**src/logic/adcctl_pkg.sv**
```systemverilog
// Package with register map, field positions and reset values of the converter control block
package adcctl_pkg;
    localparam logic [11:0] ADCCTL_CONTROL0_ADDR = 12'hF70;  // adc_control0 byte address
    localparam logic [7:0]  ADCCTL_CONTROL0_RST  = 8'h00;
    localparam int          ADCCTL_START_BIT     = 7;
    localparam int          ADCCTL_REF_BIT       = 5;
    localparam int          ADCCTL_EN_BIT        = 4;
    localparam int          ADCCTL_SEL_MSB       = 2;
    localparam logic [7:0]  ADCCTL_WR_MASK       = 8'h37;   // Stored bits; reserved 6 and 3 read 0
    localparam logic [1:0]  ADCCTL_RESP_OKAY     = 2'h0;
    localparam logic [1:0]  ADCCTL_RESP_SLVERR   = 2'h2;
    localparam logic [7:0]  ADCCTL_CHAN_ONEHOT0  = 8'h01;
endpackage

```
**src/logic/adcctl_top.sv**
```systemverilog
// Converter control register with AXI4-Lite slave and converter core handshake
`timescale 1ns/1ns
// Overview of operation
// One 8-bit control register sits at F70h and every bit clears to zero on reset.
// Writing a one to bit 7 starts a new conversion.
// Writing a zero to bit 7 leaves any conversion in progress untouched.
// Bit 7 reads one while a conversion runs and zero when the converter is idle.
// Bit 5 turns on the internal reference; at zero an external reference is used.
// Bit 4 enables the converter; at zero it stays disabled to save power.
// Software always writes zero to reserved bits 6 and 3.
// Bits 2 to 0 route analog input n to the converter, code 000 to input 0, 111 to input 7.
// Hardware clears the busy bit when the running conversion completes.
module adcctl_top (
    // Clock and reset
    input  wire logic        sys_clk,
    input  wire logic        nrst,
    // AXI4-Lite write address and data
    input  wire logic [11:0] s_axi_awaddr,
    input  wire logic        s_axi_awvalid,
    output logic             s_axi_awready,
    input  wire logic [31:0] s_axi_wdata,
    input  wire logic [3:0]  s_axi_wstrb,
    input  wire logic        s_axi_wvalid,
    output logic             s_axi_wready,
    // AXI4-Lite write response
    output logic [1:0]       s_axi_bresp,
    output logic             s_axi_bvalid,
    input  wire logic        s_axi_bready,
    // AXI4-Lite read channels
    input  wire logic [11:0] s_axi_araddr,
    input  wire logic        s_axi_arvalid,
    output logic             s_axi_arready,
    output logic [31:0]      s_axi_rdata,
    output logic [1:0]       s_axi_rresp,
    output logic             s_axi_rvalid,
    input  wire logic        s_axi_rready,
    // Converter core side
    output logic             conv_start,
    input  wire logic        conv_done,
    output logic             internal_ref_enable,
    output logic             converter_enable,
    output logic [7:0]       input_channel_select
);
    import adcctl_pkg::*;

    logic [7:0]  ctrl_q;          // Stored bits 5,4,2:0
    logic        busy_q;
    logic        aw_got_q, w_got_q;
    logic [11:0] awaddr_q;
    logic [31:0] wdata_q;
    logic [3:0]  wstrb_q;

    // Address match used by both write and read paths
    function automatic logic addr_hit(input logic [11:0] a);
        return a[11:2] == ADCCTL_CONTROL0_ADDR[11:2];
    endfunction

    // Write path decoding: fire once both halves are held and no response is pending
    wire       wr_fire   = aw_got_q && w_got_q && !s_axi_bvalid;
    wire       wr_hit    = wr_fire && addr_hit(awaddr_q) && wstrb_q[0];
    wire       start_req = wr_hit && wdata_q[ADCCTL_START_BIT];
    // A done pulse that meets a new start in the same cycle is overridden: start has priority
    wire       busy_d    = start_req ? 1'b1 : (conv_done ? 1'b0 : busy_q);
    wire [7:0] status_rd = {busy_q, 1'b0, ctrl_q[5:0] & ADCCTL_WR_MASK[5:0]};
    wire [7:0] chan_dec  = ADCCTL_CHAN_ONEHOT0 << ctrl_q[ADCCTL_SEL_MSB:0];

    // Capture write address and data independently, in either order
    always_ff @(posedge sys_clk or negedge nrst) begin
        if (!nrst) begin
            aw_got_q <= 1'b0;
            w_got_q  <= 1'b0;
            awaddr_q <= 12'h000;
            wdata_q  <= 32'h0000_0000;
            wstrb_q  <= 4'h0;
        end else begin
            if (s_axi_awvalid && s_axi_awready) begin
                aw_got_q <= 1'b1;
                awaddr_q <= s_axi_awaddr;
            end else if (wr_fire) begin
                aw_got_q <= 1'b0;
            end
            if (s_axi_wvalid && s_axi_wready) begin
                w_got_q <= 1'b1;
                wdata_q <= s_axi_wdata;
                wstrb_q <= s_axi_wstrb;
            end else if (wr_fire) begin
                w_got_q <= 1'b0;
            end
        end
    end

    // Ready flags registered so each channel takes one item per transaction
    always_ff @(posedge sys_clk or negedge nrst) begin
        if (!nrst) begin
            s_axi_awready <= 1'b0;
            s_axi_wready  <= 1'b0;
        end else begin
            s_axi_awready <= !aw_got_q && !(s_axi_awvalid && s_axi_awready) && !s_axi_bvalid;
            s_axi_wready  <= !w_got_q && !(s_axi_wvalid && s_axi_wready) && !s_axi_bvalid;
        end
    end

    // Write response: unmapped addresses answer SLVERR
    always_ff @(posedge sys_clk or negedge nrst) begin
        if (!nrst) begin
            s_axi_bvalid <= 1'b0;
            s_axi_bresp  <= ADCCTL_RESP_OKAY;
        end else if (wr_fire) begin
            s_axi_bvalid <= 1'b1;
            s_axi_bresp  <= addr_hit(awaddr_q) ? ADCCTL_RESP_OKAY : ADCCTL_RESP_SLVERR;
        end else if (s_axi_bready) begin
            s_axi_bvalid <= 1'b0;
        end
    end

    // Control register; reserved bits are never stored, so stray ones cannot leak out
    always_ff @(posedge sys_clk or negedge nrst) begin
        if (!nrst) begin
            ctrl_q <= ADCCTL_CONTROL0_RST;
            busy_q <= 1'b0;
        end else begin
            busy_q <= busy_d;
            if (wr_hit) begin
                ctrl_q <= wdata_q[7:0] & ADCCTL_WR_MASK;
            end
        end
    end

    // Converter side outputs, all registered
    always_ff @(posedge sys_clk or negedge nrst) begin
        if (!nrst) begin
            conv_start           <= 1'b0;
            internal_ref_enable  <= 1'b0;
            converter_enable     <= 1'b0;
            input_channel_select <= ADCCTL_CHAN_ONEHOT0;
        end else begin
            conv_start           <= start_req;
            internal_ref_enable  <= ctrl_q[ADCCTL_REF_BIT];
            converter_enable     <= ctrl_q[ADCCTL_EN_BIT];
            input_channel_select <= chan_dec;
        end
    end

    // Read path: one read at a time, answer one cycle after the address is taken
    always_ff @(posedge sys_clk or negedge nrst) begin
        if (!nrst) begin
            s_axi_arready <= 1'b0;
            s_axi_rvalid  <= 1'b0;
            s_axi_rdata   <= 32'h0000_0000;
            s_axi_rresp   <= ADCCTL_RESP_OKAY;
        end else begin
            s_axi_arready <= !s_axi_rvalid && !(s_axi_arvalid && s_axi_arready);
            if (s_axi_arvalid && s_axi_arready) begin
                s_axi_rvalid <= 1'b1;
                s_axi_rdata  <= addr_hit(s_axi_araddr) ? {24'h00_0000, status_rd} : 32'h0;
                s_axi_rresp  <= addr_hit(s_axi_araddr) ? ADCCTL_RESP_OKAY : ADCCTL_RESP_SLVERR;
            end else if (s_axi_rready) begin
                s_axi_rvalid <= 1'b0;
            end
        end
    end

    // Checks sit beside the logic they guard; only the reset check watches reset itself

    // Reset leaves every stored bit and the busy flag clear
    reset_clear_a: assert property (@(posedge sys_clk)
        $rose(nrst) |-> ctrl_q == ADCCTL_CONTROL0_RST && !busy_q)
        else $error("register not clear after reset");
    // An unmapped write is answered with an error response
    unmapped_err_a: assert property (@(posedge sys_clk) disable iff (!nrst)
        wr_fire && !addr_hit(awaddr_q) |=> s_axi_bvalid && s_axi_bresp == ADCCTL_RESP_SLVERR)
        else $error("unmapped write not answered with error");
    // An unmapped write must not leak into the control register
    unmapped_keep_a: assert property (@(posedge sys_clk) disable iff (!nrst)
        wr_fire && !addr_hit(awaddr_q) |=> $stable(ctrl_q))
        else $error("unmapped write changed the register");
    // A start write raises busy and the start pulse on the next edge
    start_busy_a: assert property (@(posedge sys_clk) disable iff (!nrst)
        start_req |=> busy_q && conv_start)
        else $error("start write did not set busy");
    // Writes are spaced by the bus answer, so a start pulse never lasts two cycles
    start_pulse_a: assert property (@(posedge sys_clk) disable iff (!nrst)
        conv_start |=> !conv_start)
        else $error("start pulse longer than one cycle");
    // Busy only ever rises through a start write
    busy_source_a: assert property (@(posedge sys_clk) disable iff (!nrst)
        !busy_q && !start_req |=> !busy_q)
        else $error("busy rose without a start write");
    // A zero in the start bit neither aborts nor restarts a conversion
    zero_keeps_a: assert property (@(posedge sys_clk) disable iff (!nrst)
        wr_hit && !wdata_q[ADCCTL_START_BIT] && !conv_done |=> busy_q == $past(busy_q))
        else $error("zero start write altered busy");
    // The start bit reads back the busy state at the moment the address was taken
    busy_read_a: assert property (@(posedge sys_clk) disable iff (!nrst)
        s_axi_arvalid && s_axi_arready && addr_hit(s_axi_araddr)
        |=> s_axi_rdata[ADCCTL_START_BIT] == $past(busy_q))
        else $error("busy bit read mismatch");
    // Reference enable reaches its pin two edges after the write fires
    ref_follow_a: assert property (@(posedge sys_clk) disable iff (!nrst)
        wr_hit |=> ##1 internal_ref_enable == $past(wdata_q[ADCCTL_REF_BIT], 2))
        else $error("reference enable mismatch");
    // Converter enable reaches its pin two edges after the write fires
    enable_follow_a: assert property (@(posedge sys_clk) disable iff (!nrst)
        wr_hit |=> ##1 converter_enable == $past(wdata_q[ADCCTL_EN_BIT], 2))
        else $error("converter enable mismatch");
    // Reserved bits are never stored, so any answer shows them as zero
    reserved_read_a: assert property (@(posedge sys_clk) disable iff (!nrst)
        s_axi_rvalid |-> !s_axi_rdata[6] && !s_axi_rdata[3])
        else $error("reserved bit read as one");
    // Channel select follows the stored field one edge later
    chan_route_a: assert property (@(posedge sys_clk) disable iff (!nrst)
        input_channel_select == (8'h01 << $past(ctrl_q[ADCCTL_SEL_MSB:0])))
        else $error("channel select mismatch");
    // Exactly one analog input is routed at any time
    chan_onehot_a: assert property (@(posedge sys_clk) disable iff (!nrst)
        $onehot(input_channel_select))
        else $error("channel select not one-hot");
    // A done pulse without a new start ends the busy state
    done_clear_a: assert property (@(posedge sys_clk) disable iff (!nrst)
        conv_done && !start_req |=> !busy_q)
        else $error("busy not cleared at done");

    // Main scenarios: a start, a finished conversion, an error answer, a busy read
    write_cov: cover property (@(posedge sys_clk) disable iff (!nrst) start_req);
    done_cov: cover property (@(posedge sys_clk) disable iff (!nrst) busy_q ##[1:20] !busy_q);
    err_cov: cover property (@(posedge sys_clk) disable iff (!nrst)
        s_axi_bvalid && s_axi_bresp == 2'h2);
    busy_read_cov: cover property (@(posedge sys_clk) disable iff (!nrst)
        s_axi_rvalid && s_axi_rdata[ADCCTL_START_BIT]);
endmodule

```
**config.mk**
```make
export PLATFORM = sky130hd
export DESIGN_NAME = adcctl_top
export DESIGN_NICKNAME = d
export VERILOG_FILES = /design/src/logic/adcctl_pkg.sv /design/src/logic/adcctl_top.sv
export SDC_FILE = /design/constraint.sdc
export NUM_CORES = 1
export LEC_CHECK = 0
export ABC_AREA = 1
export BUFFER_PORTS_ARGS = -buffer_cell sky130_fd_sc_hd__buf_4
export CAP_MARGIN = 20
export CORE_ASPECT_RATIO = 0.5
export CORE_MARGIN = 2
export CORE_UTILIZATION = 47
export DETAILED_ROUTE_END_ITERATION = 16
export GPL_TIMING_DRIVEN = 0
export PLACE_DENSITY = 0.85
export SLEW_MARGIN = 20
export SYNTH_ARGS = -nofsm -noshare
export SYNTH_HDL_FRONTEND = slang
export SYNTH_SLANG_ARGS = --single-unit
```
**constraint.sdc**
```tcl
create_clock -name sys_clk -period 1.65 [get_ports sys_clk]
set_input_delay 0.2475 -clock sys_clk [delete_from_list [all_inputs] [get_ports sys_clk]]
set_output_delay 0.2475 -clock sys_clk [all_outputs]
set_load 0.02 [all_outputs]
```
Word level (Yosys, flattened, before mapping)
Index checks and enable logic that the tools add are counted.
{"block": "op_classes", "n_eq_ne": 2, "n_shift": 1, "n_mux": 12, "n_reduce_logical": 25}
{"operator": "equality test 10 bit (second input constant)", "count": 2}
{"operator": "logical AND 1 bit", "count": 13}
{"operator": "nonzero test 2 bit", "count": 5}
{"operator": "2-to-1 mux 1 bit", "count": 9}
{"operator": "2-to-1 mux 8 bit", "count": 1}
{"operator": "left shift 1 x 3 -> 8 bit (first input constant)", "count": 1}
{"operator": "logical NOT 1 bit", "count": 7}
{"operator": "2-to-1 mux 2 bit", "count": 2}
{"block": "word_totals", "register_bits": 81, "in_bits": 68, "output_inout_bits": 52, "elab_cells": 59}

Depth between registers and ports, before layout
Gate-level depths: netlist (run 1).
{"block": "depth", "word_depth": 6, "depth_mapped": 7, "depth_no_buf": 7}

Least setup slack after synthesis (run 1)
No wires, ideal clock.
{"block": "synth_path", "kind": "register to register", "from": "reg s_axi_awready", "to": "reg awaddr_q[10]", "setup_time_ns": 0.128, "arrival_ns": 1.068, "t_required_ns": 1.522, "setup_slack_ns": 0.455, "path_stages_with_launch": 4, "path_buffers": 1, "period_less_slack_ns": 1.195, "path_cell_list": "dfrtp_1 -> nand2_1 -> buf_4 -> mux2_1"}
{"block": "synth_via", "elab_chain_cells": 1}
{"element": "start: declaration", "line": "adcctl_top.sv:20", "text": "output logic s_axi_awready,"}
{"element": "start signal: assignment", "line": "adcctl_top.sv:98", "text": "s_axi_awready <= !aw_got_q && !(s_axi_awvalid && s_axi_awready) && !s_axi_bvalid;"}
{"element": "logical AND 1 bit", "line": "adcctl_top.sv:76", "text": "if (s_axi_awvalid && s_axi_awready) begin"}
{"element": "end signal: assignment", "line": "adcctl_top.sv:78", "text": "awaddr_q <= s_axi_awaddr;"}
{"element": "end: declaration", "line": "adcctl_top.sv:49", "text": "logic [11:0] awaddr_q;"}
Every way passes these cells.
A chain may end at the register's enable or synchronous reset.

Worst setup path after layout (run 1)
{"block": "layout_path", "from": "reg s_axi_bvalid", "to": "reg ctrl_q[1]"}
{"block": "layout_via", "elab_chain_cells": 4}
{"element": "start: declaration", "line": "adcctl_top.sv:27", "text": "output logic s_axi_bvalid,"}
{"element": "start signal: assignment", "line": "adcctl_top.sv:106", "text": "s_axi_bvalid <= 1'b0;"}
{"element": "start signal: assignment", "line": "adcctl_top.sv:109", "text": "s_axi_bvalid <= 1'b1;"}
{"element": "start signal: assignment", "line": "adcctl_top.sv:112", "text": "s_axi_bvalid <= 1'b0;"}
{"element": "logical NOT 1 bit", "line": "adcctl_top.sv:59", "text": "wire wr_fire = aw_got_q && w_got_q && !s_axi_bvalid;"}
{"element": "logical AND 1 bit", "line": "adcctl_top.sv:59"}
{"element": "logical AND 1 bit (2 in series)", "line": "adcctl_top.sv:60", "text": "wire wr_hit = wr_fire && addr_hit(awaddr_q) && wstrb_q[0];"}
{"element": "end signal: assignment", "line": "adcctl_top.sv:124", "text": "ctrl_q <= wdata_q[7:0] & ADCCTL_WR_MASK;"}
{"element": "end: declaration", "line": "adcctl_top.sv:46", "text": "logic [7:0] ctrl_q;"}
Every way passes these cells.

==> results by stage, run 1 <==
Outcome:
- The flow ran to the end, and the final reports show no timing, DRC or antenna violations.

Setup path:
- The setup path with the least slack is of type flop to flop.
- The category of the worst setup path capture point is a flop.
- The element type at the critical path start is a flop.
- The top fanout value on the critical path is 5.
- The data arrival time of the critical path is 1400 ps.
- The critical path data required time is 1840 ps.

Timing:
- Timing would allow up to 826 MHz.
- Across all setup checks in the final design, the least slack found is 439 ps.
- The final hold violation count is 0.
- The number of setup violations in the final report is 0.
- Setup repair after global routing left no endpoint under its margin.
- The minimum period implied by the final worst setup slack is 1210 ps.
- The period utilization is 73.4%.
- The final-report max-slew violation count is 0.
- The final worst clock skew is 13.3 ps.
- The slew at the pin closest to its max-slew limit is 592 ps.
- Adding up every negative setup slack in the final design gives 0 ps.
- Headroom to the max-slew limit came out at 60.5%.

Logic synthesis:
- The post-synthesis instance area is 2110 um2.
- The number of distinct library cells after synthesis is 25.
- The simple logic cell fraction of the synthesized area is 16.2%.
- The fraction of registers with async set or reset after synthesis is 100%.
- The register bit total from synthesis is 49.
- The combinational family with the most area after synthesis is simple AND/OR/NAND/NOR gates.
- The top cell type's share of synthesized area is 56.9%.
- In the synthesized netlist the dominant register cell turns out to be dfrtp_1.
- Summing the areas of all compound-gate instances in the mapped netlist gives 2.84% of the synthesized area.
- The sequential-to-total area share from yosys stat is 58.1%.
- The post-synthesis xor/xnor area fraction is 0%.
- Sorting the synthesized cells by how often they occur yields dfrtp_1 (48), buf_4 (29), nand2_1 (26), inv_1 (15), mux2_1 (12).
- The biggest area contributor in the post-synthesis netlist is dfrtp_1.
- After synthesis, the share of cell area in mux cells is 8.53%.
- The number of enable flip-flop cells after synthesis is 0.
- The most repeated cell in the gate-level netlist after synthesis is dfrtp_1.
- The cell count after synthesis came out at 191.
- Yosys attributes the largest share of cell area to dfrtp_1 (57%), buf_4 (10%), mux2_1 (6.4%).
- The average instance area after synthesis is 11.1 um2.
- The synthesized netlist devotes 0% of its cell area to adder and majority cells.
- For this run, the number of Yosys warnings is 0.

Drt:
- The mean routed wirelength per cell is 11.5 um.
- The number of DRC markers after the initial detailed-route iteration is 82.
- The residual antenna-violating net count after detailed routing is 0.
- In the routed layout, each cell is associated on average with a via count of 4.43.
- The vias after detailed routing is 1516.
- The remaining routing DRC violations is 0.
- The detailed-router iteration count before antenna repair is 4.
- Wires add up to 3.93 mm.

Power and ir drop:
- For this design the static power due to leakage is 0.00155 uW.
- Net switching is 31.4% of the power.
- For this design the total switching power over the nets is 1080 uW.
- The total power density per cell area is 1210 nW/um2.
- The largest voltage drop on the vdd net is 654 uV.
- The sequential fraction of design power is 48.5%.
- Combinational logic is responsible for 27.4% of the overall power.
- The share of total power in the clock network is 24.1%.
- The internal portion of total power is 2360 uW.

Die:
- The die outline height is 51.4 um.
- The initial core utilization is 48.4%.
- In this run the standard cell core region covers 4360 um2.
- The width of the die is 98.8 um.
- The row count is 17.
- The full die area is 5080 um2.
- In this run the count of I/O pins placed on the die edge is 120.

Global routing:
- The combined global-route utilization of all metal layers is 16.5%.
- Entering global routing, the biggest net connects 50 pins.
- For this run the aggregate overflow at the end of global routing stands at 0.
- The first global-routing pass estimated 6.47 mm of wire.
- The number of antenna violations at the first check in global routing was 0.
- The via count of the first global-routing pass came to 1427.

Job:
- The number of violations of the max-capacitance limit is 0.

Final layout:
- From synthesis to final layout, the design area changed by 34.4%.
- The post-layout instance area is 2840 um2.
- The layout cell share with drive strength beyond 1 is 41.4%.
- The antenna diode count is 0.
- The final layout contains 352 nets.
- The count of cells in the finished layout, fillers not included, comes to 342.
- Cells fill 65.1% of the core in the end.
- The filler cell count is 346.

CTS:
- The clock latency of the later-clocked register in the worst-skew pair is 300 ps.
- The clock passes through at most 2 buffers.
- The number of clock sinks is 49.
- The number of levels in the clock H-tree is 2.
- The number of buffers added by the clock tree synthesis step is 5.
- The clock transition at the register clock pins on the worst setup and hold paths after CTS is 90 ps.
- TritonCTS built the clock tree.
- The cell sitting at the root of the clock tree is a clkbuf_8.
- Once the clock tree was built, the resizer swapped 0 gates to a different size.

Placement:
- In this run the cell area measured after placement is 2720 um2.
- The number of buffers added on ports is 58.
- The detailed-placement wirelength estimate is 2.95 mm.
- Once placement completed, the tool counted placed cells totaling 333.
- Routability-driven placement finished with a final weighted congestion of 0.724.
- OpenSTA, run right after detailed placement, puts the worst setup slack at 458 ps.

Hold path:
- In this run the worst hold path is classified as input pin to flop.
[stage by stage]
step                power [uW]  hold slack (ps)
CTS                       3480             92.4
global placement          2570              282
floorplan                 2330            -48.1
detailed placement        2640              298
finish                    3440             96.5
global route              3650             85.6
[state kept, by name, indices dropped and copies added (netlist names), 5 cells and up]
name	cells
awaddr_q	10
ctrl_q	5
input_channel_select	8
s_axi_rdata	6
wdata_q	6
[critical path: stages, from the launching register on]
cell	delay, ps
dfrtp_1	440
inv_2	100
nand3_1	100
nor2_1	140
nand3_1	170
nand2_1	110
nand2_1	60
[path summary, 6_finish.rpt]
path,from,slack (ps),endpoint,cells past startpoint
max reg2reg,s_axi_bvalid,440,ctrl_q[1],6
min in group asynchronous,nrst,500,s_axi_rdata[0],2
max in group asynchronous,nrst,750,wdata_q[7],2
max,s_axi_bvalid,440,ctrl_q[1],6
min,s_axi_rready,100,s_axi_rvalid,2
min reg2reg,ctrl_q[5],420,internal_ref_enable,0
[cell usage in the layout (no fill, tap or decap), drive strengths merged, types with 2 or more instances in the layout]
master | synthesis | routed
nand3 | 12 | 12
nor3 | 10 | 10
nor2 | 11 | 11
o21ai | 10 | 10
inv | 20 | 20
mux2 | 16 | 16
conb | 1 | 28
dfrtp | 48 | 48
buf | 30 | 88
nand2 | 29 | 29
clkbuf | 0 | 6
a21oi | 2 | 2
[timing repair]
action	CTS	global route
buffers inserted	0	0
hold endpoints to repair	48	0
hold buffers	1	0
[final cells by class]
type | count | area, um2 | area share, %
Inverter | 20 | 75.1 | 2.65
Buffer | 30 | 223 | 7.85
Clock inverter | 2 | 35.0 | 1.23
Tap cell | 57 | 71.3 | 2.51
Sequential cell | 49 | 1230 | 43.3
Multi-Input combinational cell | 119 | 688 | 24.3
Clock buffer | 6 | 72.6 | 2.56
Timing Repair Buffer | 59 | 445 | 15.7
[layer usage]
layer | GRT usage [%] | routed length [um]
met3 | 5.61 | 337
met2 | 29.4 | 1980
met5 | 0 | 0
met4 | 4.79 | 48
met1 | 19.2 | 1560
[kinds of logic (layout without fill, tap and decap cells)]
logic type,after synthesis,in the layout
AOI/OAI and AO/OA,12,12
buffers and inverters,50,117
DFF,49,49
muxes,16,16
other,1,28
and+or+nand+nor,63,63
[power groups by stage]
stage | combinational, uW | sequential (uW) | clock [uW]
2_1_floorplan | 610 | 1720 | 0
3_3_place_gp | 896 | 1680 | 0
3_5_place_dp | 942 | 1690 | 0
4_1_cts | 958 | 1680 | 847
5_1_grt | 1050 | 1710 | 884
6_report | 943 | 1670 | 830
No activity file was read; power rests on OpenSTA's default activity.
==> run 2, diff against run 1 <==
Settings changed: CORE_UTILIZATION 47 to 44, PLACE_DENSITY 0.85 to 0.8.
Clock period 1.65 ns to 1.17 ns, I/O delays scaled along.
==> run 2 against run 1 <==
Against the previous run:
- total power is 37% higher
- worst setup slack worse by 400 ps
- critical endpoint is now input_channel_select[0]
- largest cell class unchanged
- sequential share of layout area is 0.53 points lower
- die area is 6.4% higher
- first-iteration DRC count stayed put
- via count is 3.2% lower
- core utilization is 1.4 points lower
- largest power group unchanged
==> results by stage, run 2 (synthesized netlist as in run 1, its figures left out) <==
Die:
- After floorplanning, the core was sized to cover 4510 um2.
- The width of the die is 102 um.
- 120 I/O pins were placed.
- For this configuration, the core starts out at a cell density of 46.8%.
- The die outline height is 53.0 um.
- The full die area is 5400 um2.
- After floorplanning, the core was divided into 17 placement rows.

Final layout:
- Fill cells in the final layout number 388.
- The relative area change from synthesis to final layout is 36.0%.
- For this run, the share of the core covered by cells in the final layout is 63.7%.
- The largest registers in the layout are awaddr_q x10, input_channel_select x8.
- In the layout the commonest cells are buf_4 (86), dfrtp_1 (48), conb_1 (28), nand2_1 (24), inv_1 (15).
- The finished cells cover 2870 um2.
- Cells with a size suffix above 1 make up 44.1% of the layout.
- The top register by number of flip-flops is awaddr_q.
- The final layout net count is 353.
- The antenna diode count is 0.
- The flip-flop count of the largest register after layout is 10.
- The commonest non-fill, non-tap cell in the layout is buf_4.

Drt:
- Using the TritonRoute via totals, the vias-per-cell ratio works out to 4.17.
- The number of DRC markers after the initial detailed-route iteration is 82.
- The vias after detailed routing is 1468.
- Once detail routing completed, the nets flagged for antenna violations numbered 0.
- The remaining routing DRC violations is 0.
- The wire length reported by the detailed router is 3.97 mm.
- After detailed routing, the average wire length per cell comes to 11.3 um.
- Before antenna repair, the detailed router went through 4 iterations.

Power and ir drop:
- The total power density per cell area is 1640 nW/um2.
- VDD sags by at most 1090 uV.
- In this run the static leakage power is 0.00156 uW.

Placement:
- The detailed-placement wirelength estimate is 3.07 mm.
- The number of buffers added on ports is 58.
- Timing analysis after detailed placement gives a worst setup slack of -3.25 ps.
- The placer congestion estimate is 0.730.
- After detailed placement, the total cell area comes to 2730 um2.

Setup path:
- The slowest stage of the critical path belongs to the cell dfstp_2.
- STA puts the critical path data required time at 990 ps.
- The critical path in this run is classified as flop to primary output.
- The number of cells on the critical path is 1.
- The worst register-to-register path ends at awaddr_q[4].
- Counting both buffers and inverters, the worst setup path holds a total of 1.
- At the worst endpoint, the arrival time is 950 ps.
- Among cell families on the critical path, the largest total delay comes from flip-flops.
- The top fanout value on the critical path is 1.
- The element type at the critical path start is a flop.
- For the worst flop-to-flop path, the logic depth is 3.
- The critical path goes through buf_6.
- The launch point of the worst reg-to-reg path is s_axi_awready.
- The worst setup path is captured at a primary output.
- The register-to-register setup slack is 40 ps.
- The startpoint of the most critical setup path is input_channel_select[0].
- On the worst path, the slowest cell contributes a delay of 550 ps.
- The worst setup path endpoint is input_channel_select[0].

CTS:
- The longest clock path from root to sink contains 2 buffers.
- The tree is rooted in a clkbuf_8.
- The CTS tree is done.
- The number of levels in the clock H-tree is 2.
- The clock latency of the later-clocked register in the worst-skew pair is 300 ps.
- For this design, the sink count on the clock tree is 49.
- The clock transition at the register clock pins on the worst setup and hold paths after CTS is 90 ps.
- The number of clock buffers added by TritonCTS is 5.

Global routing:
- The pin count of the biggest net entering global routing is 50.
- The number of antenna violations at the first check in global routing is 0.
- The combined global-route utilization of all metal layers is 15.1%.
- The via count of the first global-routing pass is 1450.
- The first-pass GRT wire length is 6.27 mm.
- The remaining global-route overflow is 0.

Timing:
- At the pin with the least slew margin, the transition time is 601 ps.
- Setup repair after global routing could not meet its margin everywhere.
- The worst hold slack after final layout is 52.6 ps.
- The maximum clock frequency is 885 MHz.
- The worst pin sits at a relative slew slack of 59.9%.
- The setup slack after layout is 40.0 ps.
- The final worst clock skew is 9.69 ps.
- The final critical path takes up 96.6% of the cycle.
- The minimum period implied by the final worst setup slack is 1130 ps.
- The final-report max-slew violation count is 0.
- The final hold violation count came to 0.
- Setup violations remaining at the end of the flow were counted as 0.

Job:
- The number of violations of the max-capacitance limit is 0.

Hold path:
- The class of the tightest hold or removal check is input pin to flop.

Outcome:
- The run finished with clean final reports.
run 2: changes by cell type in the layout (fill, tap and decap cells not counted), sizes merged:
cell	delta
clkinv	+2
buf	+1
bufinv	-1
clkbuf	-1
run 2: stage by stage:
stage | setup TNS [ps] | std cells | power, uW
floorplan | 0 | 218 | 3290
global placement | -6.82 | 342 | 3630
detailed placement | -5.32 | 342 | 3730
CTS | 0 | 351 | 4720
global route | 0 | 352 | 5030
finish | 0 | 352 | 4720
run 2: timing repair:
action,in CTS,in global routing
hold endpoints to repair,48,0
pin swaps,0,4
setup buffers,0,1
endpoints found under the setup margin,9,7
hold buffers,1,0
resized for setup,3,5
run 2: layer usage:
layer | vias up | wire (um) | global-route usage, %
li1 | 741 | - | -
met1 | 672 | 1590 | 16.6
met2 | 53 | 2060 | 30.3
met3 | 2 | 309 | 3.43
met4 | 0 | 14 | 3.33
met5 | - | 0 | 0
run 2: how the worst min path moves through the flow:
stage / start / end / slack, ps / cells past startpoint
finish: s_axi_rready / s_axi_rvalid / 50 / 2
global route: s_axi_rready / s_axi_rvalid / 50 / 2
CTS: s_axi_rready / s_axi_rvalid / 50 / 2
detailed placement: nrst / awaddr_q[11] / 220 / 1
global placement: nrst / awaddr_q[10] / 210 / 1
floorplan: nrst / aw_got_q / -120 / 0
run 2: final cells by class:
class                   count  area [um2]  share of cell area [%]
flip-flops and latches     49        1230                    42.7
inverters                  20        75.1                    2.61
plain buffers              30         226                    7.88
clock buffers               5        68.8                    2.40
well taps                  66        82.6                    2.87
multi-input cells         119         713                    24.8
clock inverters             3        22.5                   0.784
repair buffers             60         457                    15.9
run 2: power by group:
group	leakage [uW]	switching, uW	internal [uW]
clock network	0.0000481	550	424
registers	0.000621	264	2110
logic	0.000887	748	623
total	0.00156	1560	3160
